===== src/verilog/gcsw_pkg.sv =====
// Constants shared by the gateway control/status word block.
// Assumes byte-wide access to the fieldbus input and output data areas.

package gcsw_pkg;

  // ----------------------------------------------------------------
  // Byte addresses of the two words inside the data areas
  // ----------------------------------------------------------------
  localparam logic [9:0] ADDR_STAT_HI = 10'h000;
  localparam logic [9:0] ADDR_STAT_LO = 10'h001;
  localparam logic [9:0] ADDR_CTRL_HI = 10'h200;
  localparam logic [9:0] ADDR_CTRL_LO = 10'h201;

  // ----------------------------------------------------------------
  // Field positions
  // ----------------------------------------------------------------
  localparam int STAT_TX_BIT = 15;
  localparam int STAT_ACK_BIT = 14;
  localparam int STAT_DV_BIT = 13;
  localparam int CTRL_ACK_BIT = 15;
  localparam int CTRL_TX_BIT = 14;
  localparam int CTRL_DV_BIT = 13;
  localparam int CTRL_EXEC_BIT = 12;
  localparam int CODE_LSB = 8;

  // ----------------------------------------------------------------
  // Status report codes (master modes) and control codes
  // ----------------------------------------------------------------
  localparam logic [4:0] SC_RETX = 5'h00;
  localparam logic [4:0] SC_MISS_ONE = 5'h01;
  localparam logic [4:0] SC_MISS_MANY = 5'h02;
  localparam logic [4:0] SC_OVERRUN = 5'h03;
  localparam logic [4:0] SC_OTHER = 5'h04;
  localparam logic [4:0] SC_NO_ERROR = 5'h1F;
  localparam logic [3:0] CC_NODE_OFF = 4'h0;
  localparam logic [3:0] CC_NODE_ON = 4'h1;
  localparam logic [3:0] CC_FIRST_N = 4'h2;

  // ----------------------------------------------------------------
  // Reset values
  // ----------------------------------------------------------------
  localparam logic [4:0] STAT_CODE_RST = 5'h1F;
  localparam logic [7:0] STAT_DATA_RST = 8'h00;
  localparam logic [15:0] CTRL_RST = 16'h0000;

  // ----------------------------------------------------------------
  // Operating modes and fieldbus participation states
  // ----------------------------------------------------------------
  typedef enum logic [1:0] {
    MODE_MASTER = 2'h0,
    MODE_DF1_MASTER = 2'h1,
    MODE_GENERIC = 2'h2
  } gcsw_mode_t;

  typedef enum logic [2:0] {
    ST_OFFLINE = 3'b001,
    ST_WAIT = 3'b010,
    ST_EXCHANGE = 3'b100
  } gcsw_state_t;

endpackage


===== src/verilog/gcsw_rpt_if.sv =====
// Carrier for one status report from the event encoder to the word logic.
// Assumes both ends share one clock; new_rpt is a one-cycle pulse.

`timescale 1ns/10ps

interface gcsw_rpt_if;
  logic new_rpt;
  logic [4:0] code;
  logic [7:0] data;
  modport src (output new_rpt, output code, output data);
  modport sink (input new_rpt, input code, input data);
endinterface


===== src/verilog/gcsw_evt_report.sv =====
// Turns subnetwork events into status report codes for the master modes.
// Assumes event pulses last one cycle and counts are levels.

`timescale 1ns/10ps

module gcsw_evt_report
  import gcsw_pkg::*;
(
  input wire logic clk, // System clock
  input wire logic rst_n, // Asynchronous reset, active low
  input wire logic is_master, // Master or DF1 master mode
  input wire logic [7:0] miss_cnt, // Nodes currently missing
  input wire logic [7:0] miss_addr, // Address of a single missing node
  input wire logic retx_pulse, // Retransmission counter went up
  input wire logic [7:0] retx_cnt, // Retransmission counter value
  input wire logic ovr_pulse, // A node returned too much data
  input wire logic [7:0] ovr_addr, // Node that overran
  input wire logic oth_pulse, // Undefined error seen
  input wire logic [7:0] oth_addr, // Node of the undefined error
  input wire logic cycle_ok, // Clean subnetwork cycle finished
  gcsw_rpt_if.src rpt // Report towards the word logic
);

  // ----------------------------------------------------------------
  // Error tracking
  // ----------------------------------------------------------------
  logic [7:0] miss_prev_reg;
  logic oth_err_reg;
  logic fire;
  logic [4:0] code_next;
  logic [7:0] data_next;

  wire miss_chg = miss_cnt != miss_prev_reg;
  wire oth_clear = oth_err_reg & cycle_ok & ~oth_pulse;

  // Priority: missing nodes, undefined error, overrun, retransmission
  always_comb begin
    fire = is_master;
    code_next = SC_NO_ERROR;
    data_next = 8'h00;
    if (miss_chg && miss_cnt == 8'h01) begin
      code_next = SC_MISS_ONE;
      data_next = miss_addr;
    end else if (miss_chg && miss_cnt != 8'h00) begin
      code_next = SC_MISS_MANY;
      data_next = miss_cnt;
    end else if (oth_pulse) begin
      code_next = SC_OTHER;
      data_next = oth_addr;
    end else if (miss_chg || oth_clear) begin
      // Only send all-clear when no other error is still standing
      fire = is_master & ~(oth_err_reg & ~oth_clear) & (miss_cnt == 8'h00);
    end else if (ovr_pulse) begin
      code_next = SC_OVERRUN;
      data_next = ovr_addr;
    end else if (retx_pulse) begin
      code_next = SC_RETX;
      data_next = retx_cnt;
    end else begin
      fire = 1'b0;
    end
  end

  // Register the report so the word logic sees a clean pulse
  always_ff @(posedge clk or negedge rst_n) begin
    if (!rst_n) begin
      miss_prev_reg <= 8'h00;
      oth_err_reg <= 1'b0;
      rpt.new_rpt <= 1'b0;
      rpt.code <= STAT_CODE_RST;
      rpt.data <= STAT_DATA_RST;
    end else begin
      miss_prev_reg <= miss_cnt;
      oth_err_reg <= oth_pulse | (oth_err_reg & ~oth_clear);
      rpt.new_rpt <= fire;
      rpt.code <= code_next;
      rpt.data <= data_next;
    end
  end

endmodule


===== src/verilog/gcsw_top.sv =====
// Gateway control and status words: handshake, data-valid lock, reports.
// Assumes byte access from the fieldbus side and synchronous inputs.
//
// Overview of operation
// - Words stay off unless enabled; those bytes are then plain data.
// - Status word at input bytes 0x000-0x001, control at 0x200-0x201.
// - Words are held most significant byte first.
// - Status bit 15 is the send flag, bit 14 the confirm flag.
// - Both sides use the send/confirm handshake on the words.
// - Master modes: status data-valid set once all transactions succeeded.
// - Status data-valid never clears while online in a master mode.
// - Generic mode leaves status data-valid unused.
// - Status bits 12..8 hold the last code, bits 7..0 its data.
// - Code 0x00 warns of a higher retransmission count.
// - Code 0x01 reports one missing node with its address.
// - Code 0x02 reports several missing nodes with their count.
// - Code 0x03 warns of overrun, 0x04 reports undefined error.
// - Resolved errors are followed by code 0x1F.
// - With startup lock, no subnetwork traffic until control data-valid.
// - Without lock, subnetwork traffic starts as soon as online.
// - With startup lock, control data-valid one allows exchange, zero stops it.
// - Control codes disable, enable, or enable first N nodes.

`timescale 1ns/10ps

module gcsw_top
  import gcsw_pkg::*;
#(
  parameter int ADDR_W = 10 // Byte address width of the data areas
) (
  input wire logic CLK_SYS, // System clock, 200 MHz
  input wire logic RESETN, // Asynchronous reset, active low
  input wire logic CFG_WORDS_EN, // Control/status words enabled
  input wire logic CFG_STARTUP_LOCK, // Startup lock on data-valid
  input wire logic [1:0] CFG_MODE, // Operating mode
  input wire logic FB_ONLINE, // Fieldbus is online
  input wire logic [ADDR_W-1:0] FB_ADDR, // Byte address from fieldbus side
  input wire logic FB_WR, // Byte write strobe
  input wire logic FB_RD, // Byte read strobe
  input wire logic [7:0] FB_WDATA, // Write byte
  output logic [7:0] FB_RDATA, // Read byte, one cycle after FB_RD
  output logic FB_RHIT, // Read byte came from a word
  input wire logic SUB_ALL_DONE, // Every transaction done once
  input wire logic SUB_CYCLE_OK, // A clean subnetwork cycle ended
  input wire logic SUB_RETX_PULSE, // Retransmission counter rose
  input wire logic [7:0] SUB_RETX_CNT, // Retransmission counter
  input wire logic [7:0] SUB_MISS_CNT, // Missing node count
  input wire logic [7:0] SUB_MISS_ADDR, // Single missing node address
  input wire logic SUB_OVR_PULSE, // Overrun seen
  input wire logic [7:0] SUB_OVR_ADDR, // Overrun node address
  input wire logic SUB_OTH_PULSE, // Undefined error seen
  input wire logic [7:0] SUB_OTH_ADDR, // Undefined error node address
  output logic SUB_RUN, // Subnetwork exchange allowed
  output logic NODE_CMD_VALID, // Node command pulse
  output logic [3:0] NODE_CMD_CODE, // Node command code
  output logic [7:0] NODE_CMD_ARG, // Node address or count
  output logic STAT_DATA_VALID // Copy of status data-valid bit
);

  // ----------------------------------------------------------------
  // Elaboration checks
  // ----------------------------------------------------------------
  if (ADDR_W < 10) begin : g_bad_addr
    $error("ADDR_W too narrow for the control word address");
  end

  // ----------------------------------------------------------------
  // Storage
  // ----------------------------------------------------------------
  gcsw_state_t state_reg, state_next;
  logic [15:0] ctrl_reg;
  logic gw_handshake_tx_flag, gw_handshake_ack_flag, sdv_reg;
  logic [4:0] scode_reg;
  logic [7:0] sdata_reg;
  logic pend_reg;
  logic [4:0] pend_code_reg;
  logic [7:0] pend_data_reg;
  logic [7:0] rdata_next;
  gcsw_rpt_if rpt_if ();

  // ----------------------------------------------------------------
  // Decode
  // ----------------------------------------------------------------
  wire is_master = CFG_MODE != MODE_GENERIC;
  wire [9:0] addr = FB_ADDR[9:0];
  wire hi_zero = (ADDR_W == 10) ? 1'b1 : (FB_ADDR >> 10) == '0;
  // Word addresses only decode while the words are enabled
  wire sel_shi = CFG_WORDS_EN & hi_zero & (addr == ADDR_STAT_HI);
  wire sel_slo = CFG_WORDS_EN & hi_zero & (addr == ADDR_STAT_LO);
  wire sel_chi = CFG_WORDS_EN & hi_zero & (addr == ADDR_CTRL_HI);
  wire sel_clo = CFG_WORDS_EN & hi_zero & (addr == ADDR_CTRL_LO);
  wire rd_hit = FB_RD & (sel_shi | sel_slo | sel_chi | sel_clo);
  wire host_handshake_tx_flag = ctrl_reg[CTRL_TX_BIT];
  wire host_handshake_ack_flag = ctrl_reg[CTRL_ACK_BIT];
  wire ctrl_dv = ctrl_reg[CTRL_DV_BIT];
  // Status word image, flags on top
  wire [15:0] stat_word = {gw_handshake_tx_flag, gw_handshake_ack_flag, sdv_reg,
                           scode_reg, sdata_reg};

  // Read data: even address carries the upper byte
  always_comb begin
    rdata_next = 8'h00;
    if (sel_shi) rdata_next = stat_word[15:8];
    if (sel_slo) rdata_next = stat_word[7:0];
    if (sel_chi) rdata_next = ctrl_reg[15:8];
    if (sel_clo) rdata_next = ctrl_reg[7:0];
  end

  // ----------------------------------------------------------------
  // Fieldbus participation
  // ----------------------------------------------------------------
  // Lock holds traffic until the host marks outputs valid
  wire go = ~CFG_WORDS_EN | ~CFG_STARTUP_LOCK | ctrl_dv;

  always_comb begin
    state_next = state_reg;
    unique case (state_reg)
      ST_OFFLINE: if (FB_ONLINE) state_next = go ? ST_EXCHANGE : ST_WAIT;
      ST_WAIT: begin
        if (!FB_ONLINE) state_next = ST_OFFLINE;
        else if (go) state_next = ST_EXCHANGE;
      end
      ST_EXCHANGE: begin
        if (!FB_ONLINE) state_next = ST_OFFLINE;
        else if (!go) state_next = ST_WAIT;
      end
      default: state_next = ST_OFFLINE;
    endcase
  end

  always_ff @(posedge CLK_SYS or negedge RESETN) begin
    if (!RESETN) begin
      state_reg <= ST_OFFLINE;
      SUB_RUN <= 1'b0;
    end else begin
      state_reg <= state_next;
      SUB_RUN <= state_next == ST_EXCHANGE;
    end
  end

  // ----------------------------------------------------------------
  // Control word capture, byte by byte
  // ----------------------------------------------------------------
  // Writes are dropped while disabled so the area stays plain data
  always_ff @(posedge CLK_SYS or negedge RESETN) begin
    if (!RESETN) begin
      ctrl_reg <= CTRL_RST;
    end else begin
      if (FB_WR && sel_chi) ctrl_reg[15:8] <= FB_WDATA;
      if (FB_WR && sel_clo) ctrl_reg[7:0] <= FB_WDATA;
    end
  end

  // ----------------------------------------------------------------
  // Host-to-gateway handshake and command execution
  // ----------------------------------------------------------------
  // A new host word shows as a send flag that differs from our confirm
  wire host_new = CFG_WORDS_EN & (host_handshake_tx_flag != gw_handshake_ack_flag);
  wire exec_ok = host_new & is_master & ctrl_reg[CTRL_EXEC_BIT] &
                 (ctrl_reg[11:8] <= CC_FIRST_N);

  always_ff @(posedge CLK_SYS or negedge RESETN) begin
    if (!RESETN) begin
      gw_handshake_ack_flag <= 1'b0;
      NODE_CMD_VALID <= 1'b0;
      NODE_CMD_CODE <= CC_NODE_OFF;
      NODE_CMD_ARG <= 8'h00;
    end else begin
      if (host_new) gw_handshake_ack_flag <= host_handshake_tx_flag;
      NODE_CMD_VALID <= exec_ok;
      if (exec_ok) begin
        NODE_CMD_CODE <= ctrl_reg[11:8];
        NODE_CMD_ARG <= ctrl_reg[7:0];
      end
    end
  end

  // ----------------------------------------------------------------
  // Report encoder
  // ----------------------------------------------------------------
  gcsw_evt_report u_rpt (
    .clk(CLK_SYS),
    .rst_n(RESETN),
    .is_master(is_master),
    .miss_cnt(SUB_MISS_CNT),
    .miss_addr(SUB_MISS_ADDR),
    .retx_pulse(SUB_RETX_PULSE),
    .retx_cnt(SUB_RETX_CNT),
    .ovr_pulse(SUB_OVR_PULSE),
    .ovr_addr(SUB_OVR_ADDR),
    .oth_pulse(SUB_OTH_PULSE),
    .oth_addr(SUB_OTH_ADDR),
    .cycle_ok(SUB_CYCLE_OK),
    .rpt(rpt_if.src)
  );

  // ----------------------------------------------------------------
  // Gateway-to-host handshake
  // ----------------------------------------------------------------
  // Only the latest report waits; older ones are overwritten, since the
  // host sees the last status anyway and a queue would only add latency.
  wire host_caught_up = host_handshake_ack_flag == gw_handshake_tx_flag;
  wire load = CFG_WORDS_EN & pend_reg & host_caught_up;

  always_ff @(posedge CLK_SYS or negedge RESETN) begin
    if (!RESETN) begin
      pend_reg <= 1'b0;
      pend_code_reg <= STAT_CODE_RST;
      pend_data_reg <= STAT_DATA_RST;
    end else begin
      // A new report in the load cycle stays pending: set wins
      pend_reg <= rpt_if.new_rpt | (pend_reg & ~load);
      if (rpt_if.new_rpt) begin
        pend_code_reg <= rpt_if.code;
        pend_data_reg <= rpt_if.data;
      end
    end
  end

  always_ff @(posedge CLK_SYS or negedge RESETN) begin
    if (!RESETN) begin
      gw_handshake_tx_flag <= 1'b0;
      scode_reg <= STAT_CODE_RST;
      sdata_reg <= STAT_DATA_RST;
    end else if (load) begin
      gw_handshake_tx_flag <= ~gw_handshake_tx_flag;
      scode_reg <= pend_code_reg;
      sdata_reg <= pend_data_reg;
    end
  end

  // ----------------------------------------------------------------
  // Status data-valid and read port
  // ----------------------------------------------------------------
  // Sticky while online in a master mode; going offline or to generic mode clears it
  always_ff @(posedge CLK_SYS or negedge RESETN) begin
    if (!RESETN) begin
      sdv_reg <= 1'b0;
      STAT_DATA_VALID <= 1'b0;
      FB_RDATA <= 8'h00;
      FB_RHIT <= 1'b0;
    end else begin
      sdv_reg <= is_master & FB_ONLINE & (sdv_reg | SUB_ALL_DONE);
      STAT_DATA_VALID <= is_master & FB_ONLINE & (sdv_reg | SUB_ALL_DONE);
      FB_RDATA <= rd_hit ? rdata_next : 8'h00;
      FB_RHIT <= rd_hit;
    end
  end

  // ----------------------------------------------------------------
  // Assertions
  // ----------------------------------------------------------------
  a_dv_sticky: assert property (@(posedge CLK_SYS) disable iff (!RESETN)
    sdv_reg && FB_ONLINE && is_master |=> sdv_reg)
    else $error("status data-valid dropped while online");
  a_dv_generic: assert property (@(posedge CLK_SYS) disable iff (!RESETN)
    !is_master |=> !sdv_reg)
    else $error("status data-valid used in generic mode");
  a_dv_set: assert property (@(posedge CLK_SYS) disable iff (!RESETN)
    SUB_ALL_DONE && is_master && FB_ONLINE |=> sdv_reg && STAT_DATA_VALID)
    else $error("status data-valid not set after all transactions");
  a_disabled_quiet: assert property (@(posedge CLK_SYS) disable iff (!RESETN)
    !CFG_WORDS_EN |=> !FB_RHIT && $stable(ctrl_reg))
    else $error("disabled words still answer or capture");
  a_lock_holds: assert property (@(posedge CLK_SYS) disable iff (!RESETN)
    CFG_WORDS_EN && CFG_STARTUP_LOCK && !ctrl_dv |=> !SUB_RUN)
    else $error("subnetwork ran before control data-valid");
  a_free_start: assert property (@(posedge CLK_SYS) disable iff (!RESETN)
    FB_ONLINE && (!CFG_WORDS_EN || !CFG_STARTUP_LOCK) |=> SUB_RUN)
    else $error("subnetwork did not start on online");
  a_byte_order: assert property (@(posedge CLK_SYS) disable iff (!RESETN)
    FB_RD && sel_shi |=> FB_RHIT && FB_RDATA == $past(stat_word[15:8]))
    else $error("status upper byte not at even address");
  a_tx_waits: assert property (@(posedge CLK_SYS) disable iff (!RESETN)
    $changed(gw_handshake_tx_flag) |-> $past(host_caught_up) && $past(pend_reg))
    else $error("send flag toggled before host confirm");
  a_ack_copy: assert property (@(posedge CLK_SYS) disable iff (!RESETN)
    host_new |=> gw_handshake_ack_flag == $past(host_handshake_tx_flag))
    else $error("confirm flag did not copy host send flag");
  a_rpt_load: assert property (@(posedge CLK_SYS) disable iff (!RESETN)
    load |=> scode_reg == $past(pend_code_reg) && sdata_reg == $past(pend_data_reg))
    else $error("report not placed in status fields");
  a_cmd_exec: assert property (@(posedge CLK_SYS) disable iff (!RESETN)
    exec_ok |=> NODE_CMD_VALID && NODE_CMD_CODE == $past(ctrl_reg[11:8]) ##1 !NODE_CMD_VALID
      || !$past(exec_ok, 1) )
    else $error("node command not issued once");
  // Refused codes are only confirmed, never turned into a command
  a_cmd_refused: assert property (@(posedge CLK_SYS) disable iff (!RESETN)
    host_new && !exec_ok |=> !NODE_CMD_VALID)
    else $error("refused control code issued a command");
  a_offline_idle: assert property (@(posedge CLK_SYS) disable iff (!RESETN)
    !FB_ONLINE |=> !SUB_RUN)
    else $error("subnetwork ran while offline");

  c_cmd: cover property (@(posedge CLK_SYS) disable iff (!RESETN) NODE_CMD_VALID);
  c_dv_set: cover property (@(posedge CLK_SYS) disable iff (!RESETN) $rose(sdv_reg));
  c_report: cover property (@(posedge CLK_SYS) disable iff (!RESETN) load ##1 host_new);
  c_lock_run: cover property (@(posedge CLK_SYS) disable iff (!RESETN)
    state_reg == ST_WAIT ##1 state_reg == ST_EXCHANGE);

endmodule


===== config.mk =====
export PLATFORM = sky130hd
export DESIGN_NAME = gcsw_top
export DESIGN_NICKNAME = d
export VERILOG_FILES = /design/src/verilog/gcsw_pkg.sv /design/src/verilog/gcsw_rpt_if.sv /design/src/verilog/gcsw_evt_report.sv /design/src/verilog/gcsw_top.sv
export SDC_FILE = /design/constraint.sdc
export NUM_CORES = 1
export LEC_CHECK = 0
export ABC_AREA = 1
export BUFFER_PORTS_ARGS = -buffer_cell sky130_fd_sc_hd__buf_2
export CAP_MARGIN = 10
export CORE_MARGIN = 2
export CORE_UTILIZATION = 35
export DETAILED_ROUTE_END_ITERATION = 7
export PLACE_DENSITY_LB_ADDON = 0.05
export REMOVE_ABC_BUFFERS = 1
export SYNTH_ARGS = -nofsm -noshare
export SYNTH_HDL_FRONTEND = slang
export SYNTH_SLANG_ARGS = --single-unit

===== constraint.sdc =====
create_clock -name CLK_SYS -period 1.51 [get_ports CLK_SYS]
set_input_delay 0.151 -clock CLK_SYS [delete_from_list [all_inputs] [get_ports CLK_SYS]]
set_output_delay 0.151 -clock CLK_SYS [all_outputs]
set_load 0.05 [all_outputs]

# Word-level counts from Yosys, hierarchy flattened
# Cells that the tools add are included.
# word_totals
regBits,95
word_cells,107
output_inout_bits,24
input_bits,72
# classes
reduce_logical,8
n_eq_ne,12
n_mux,30
magnitude_cmp,1
bitwise_logic,34
# op_table
cell,n
2-to-1 mux 8 bit,11
2-to-1 mux 5 bit,6
"== test 10 bit, second input constant",2
AND 1 bit,19
2-to-1 mux 3 bit,6
"== test 10 x 1 -> 1 bit, second input constant",1
logical NOT 10 bit,1
case mux 3 bit (3 select lines),1
"== test 8 x 1 -> 1 bit, second input constant",1
logical NOT 8 bit,1
!= test 8 bit,1
bitwise OR 1 bit,8
nonzero test 8 bit,1
inverter 1 bit,7
"== test 3 bit, second input constant",2
2-to-1 mux 1 bit,6
"<= comparator 4 x 2 -> 1 bit, second input constant",1
logical AND 1 bit,4
"== test 3 x 1 -> 1 bit, second input constant",1
"== test 3 x 2 -> 1 bit, second input constant",1
"!= test 2 bit, second input constant",1
== test 1 bit,1
logical OR 1 bit,1
!= test 1 bit,1

# Longest topological paths before layout
# depth
word_depth,11
depth_mapped,11
ltp_nobuf,11

# By module
# From an unflattened synthesis, not the netlist that was laid out.
# hier_totals
cells_unflattened,565
area_unflattened_um2,4723.3
# modules_own_cells
module,instances,seq_area_each_um2,area_per_inst_um2,cells_per_inst
gcsw_top,1,1815.5,3289.4,375
gcsw_evt_report,1,555.5,1433.9,190

# Worst setup path before layout
# Ideal clock, no wire load.
# synth_timing
kind,register to register
start,register u_rpt.miss_prev_reg[6]
end,register u_rpt.rpt.data[1]
n_path_buf,1
t_required_ns,1.394
setup_time_ns,0.116
slack_ns,0.152
stages_incl_launch_ff,10
arrival_ns,1.242
synth_period_minus_slack_ns,1.358
path_cell_list,dfrtp_1 -> xnor2_1 -> nand2_1 -> nor2_1 -> nand2_1 -> nand2_1 -> buf_2 -> nand3_1 -> nand2_1 -> nand2_1
# synth_via
elab_chain_cells,6
word_cells_on_any_way,8
cone_classes,eq/ne (1); mux (4); reduce/logical (3)
# synth_rtl
element,line_no,rtl
start: declaration,gcsw_evt_report.sv:27,logic [7:0] miss_prev_reg;
start signal: assignment,gcsw_evt_report.sv:73,miss_prev_reg <= miss_cnt;
!= test 8 bit (*),gcsw_evt_report.sv:33,wire miss_chg = miss_cnt != miss_prev_reg;
logical OR 1 bit,gcsw_evt_report.sv:50,end else if (miss_chg || oth_clear) begin
2-to-1 mux 8 bit,gcsw_evt_report.sv:50,
2-to-1 mux 8 bit,gcsw_evt_report.sv:47,end else if (oth_pulse) begin
2-to-1 mux 8 bit,gcsw_evt_report.sv:44,end else if (miss_chg && miss_cnt != 8'h00) begin
2-to-1 mux 8 bit (*),gcsw_evt_report.sv:41,if (miss_chg && miss_cnt == 8'h01) begin
named net u_rpt.data_next[1],gcsw_evt_report.sv:31,logic [7:0] data_next;
end signal: assignment,gcsw_evt_report.sv:77,rpt.data <= data_next;
end: declaration,gcsw_rpt_if.sv:10,"modport src (output new_rpt, output code, output data);"
# The timed path passes the listed nets; every way through them passes the cells marked *.
# A chain may end at the register's enable or synchronous reset.

# Worst setup path after layout
# layout_timing
start,register u_rpt.miss_prev_reg[4]
end,register u_rpt.rpt.data[7]
# Same word-level chain as after synthesis.

==> summary.txt <==
Longest Clk Path Bufs = 2
Max FFs per register = 16
Buffers on Ports = 95
Crit Path Class = register to register
Layout Nets = 705
Syn_area_per_cell = 8.43 um^2
Crit path required time = 1.74 ns
Sequential element share of the synthesized area = 54.3%
Synth top cells by count = 138 x nand2_1, 79 x dfrtp_1, 61 x inv_1
Vias in the first global route = 3593
Routed wire length = 10.1 mm
Initial antenna violation count = 0
Global-route wire length before repair = 16.8 mm
Final slew viol count = 0
Post-synth top area share = 46.3%
Crit share post-route = 97.0%
Number of synthesized flops with an enable pin = 0
Fin crit period = 1.47 ns
Arrival time worst endpoint = 1.69 ns
Seq. cell area = 2320 um^2
Final core occ = 46.7%
FMAX = 0.683 GHz
Hold Path Class = primary input to register
Starting density of the core = 35.7%
P per Cell Area = 1020 nW/um^2
Multi-input logic area = 1730 um^2
YS warnings = 0
Run status = finished, final reports clean
Peak supply drop = 0.473 mV
Die H = 114 um
Remaining DRCs = 0
R2R Setup Slk = 0.04 ns
Worst Clk Skew = 0.00950 ns
H-tree depth = 3
Most area-consuming cells after synthesis = dfrtp_1 46%, nand2_1 12%, dfstp_2 8.0%
Most frequent cell after synthesis = nand2_1
Ys flop type = dfrtp_1
Cell taking the most area after synthesis = dfrtp_1
Clk Tree Root Cell = clkbuf_16
Row count = 40
Final-report setup violation count = 0
Synthesized instance count = 506
Ant. Diodes = 0
Cell area after layout = 5590 um^2
CTS tree = built
Mapped Area = 4270 um^2
Dpl cell area = 5090 um^2
Sink Count = 92
Hold Vio Cnt, Final = 0
DR vias = 3595
Worst-path fanout max = 5
Fillers = 1201
Worst-Margin Slew = 0.408 ns
Critical path startpoint category = register
Clock-pin slew on the worst setup and hold paths = 0.07 ns
Overall Global Routing Usage = 16.3%
Die area = 13100 um^2
Fin Setup TNS = 0 ns
Leakage = 2.82 nW
Placeable Area = 12000 um^2
Total power = 0.00570 W
Final worst slack = 0.0450 ns
RSZ-0062 raised after global routing = true
Worst setup EP type = register
GP Congestion = 0.801
Largest net degree at the start of global routing = 34
Share of cells above drive strength 1 = 30.1%
I/O pin count = 96
Wirelength per Cell = 12.9 um
DRT Pass-1 Iters = 4
Max-slew headroom = 72.8%
Die extent in x = 114 um
Worst skew pair latency = 0.34 ns
Num CTS Buffers = 9
Initial drt markers = 131
Max-cap violations = 0
Layout area overhead = 30.9%
Via density per instance = 4.59
Placement Setup Slack = -0.0106 ns
Asr flop ratio synth = 100%
Post-route ant nets = 0
Seq cells post-synth = 92
Synth unique cells = 39
GRT overflow = 0
Placed wire-length estimate = 7.67 mm
==> final timing paths <==
kind                                        start                end  cells past startpoint
setup reg to reg           u_rpt.miss_prev_reg[4]  u_rpt.rpt.data[7]                      9
setup / recovery           u_rpt.miss_prev_reg[4]  u_rpt.rpt.data[7]                      9
hold reg to reg                 u_rpt.rpt.data[4]   pend_data_reg[4]                      2
min in group asynchronous                  RESETN        ctrl_reg[3]                      2
hold / removal                   SUB_MISS_ADDR[0]  u_rpt.rpt.data[0]                      3
max in group asynchronous                  RESETN  u_rpt.rpt.code[1]                      3
==> metal layers <==
layer  global-route usage, %  wire length (um)
met5                       0                 0
met4                    7.48               290
met3                    3.23               471
met2                    26.6              4740
met1                    21.0              4630
==> power by group <==
group / internal (W) / switching, W / leakage, nW
Sequential: 0.00270 / 0.000105 / 1.07
Combinational: 0.000320 / 0.000521 / 1.62
Clock: 0.00115 / 0.000903 / 0.131
Total: 0.00417 / 0.00153 / 2.82
==> stage by stage <==
step | hold slack, ns | cells
after CTS | 0.00450 | 781
after detailed placement | 0.112 | 758
after floorplan | -0.145 | 491
final | 0.0131 | 784
after global routing | 0.0251 | 784
after global placement | 0.119 | 758
==> cells by family after synthesis <==
family | share of synthesized area, %
buffers and inverters | 7.51
AO/OA/AOI/OAI | 9.53
AND/OR/NAND/NOR | 26.1
flip-flops | 54.3
XOR/XNOR | 1.23
multiplexers | 1.32
==> final cells by class <==
type | count | area share [%]
clock buffer | 11 | 4.34
sequential | 92 | 41.5
tap | 147 | 3.29
timing repair buffer | 130 | 14.8
multi-input combinational | 335 | 31.0
inverter | 64 | 4.41
timing repair inverter | 1 | 0.134
clock inverter | 4 | 0.470
==> critical path, stage by stage (launching register included) <==
cell and delay [ns]:
dfrtp_1 0.41, xnor2_2 0.16, nand2_1 0.09, nor2_2 0.14
nand2_2 0.11, nand2_4 0.12, clkbuf_16 0.15, nand3_2 0.06
nand2_1 0.07, nand2_1 0.05
==> placed cells by master (no fill, tap or decap), types with 8 or more instances in the layout <==
cell / instances
nand2_1: 134
buf_2: 94
dfrtp_1: 79
inv_1: 59
o21ai_0: 49
nor2_1: 41
buf_4: 23
nand3_1: 22
a21oi_1: 16
dfstp_2: 13
nand4_1: 10
clkbuf_16: 10
dlygate4sd3_1: 8
==> repair_timing <==
| item | in CTS | in global routing |
|---|---|---|
| gates resized for setup | 3 | 26 |
| hold buffers | 8 | 0 |
| buffers inserted | 0 | 1 |
| endpoints found under the setup margin | 10 | 35 |
| pin swaps | 0 | 23 |
| cloned | 0 | 2 |
| hold endpoints to repair | 32 | 0 |
No activity file was read; power rests on OpenSTA's default activity.
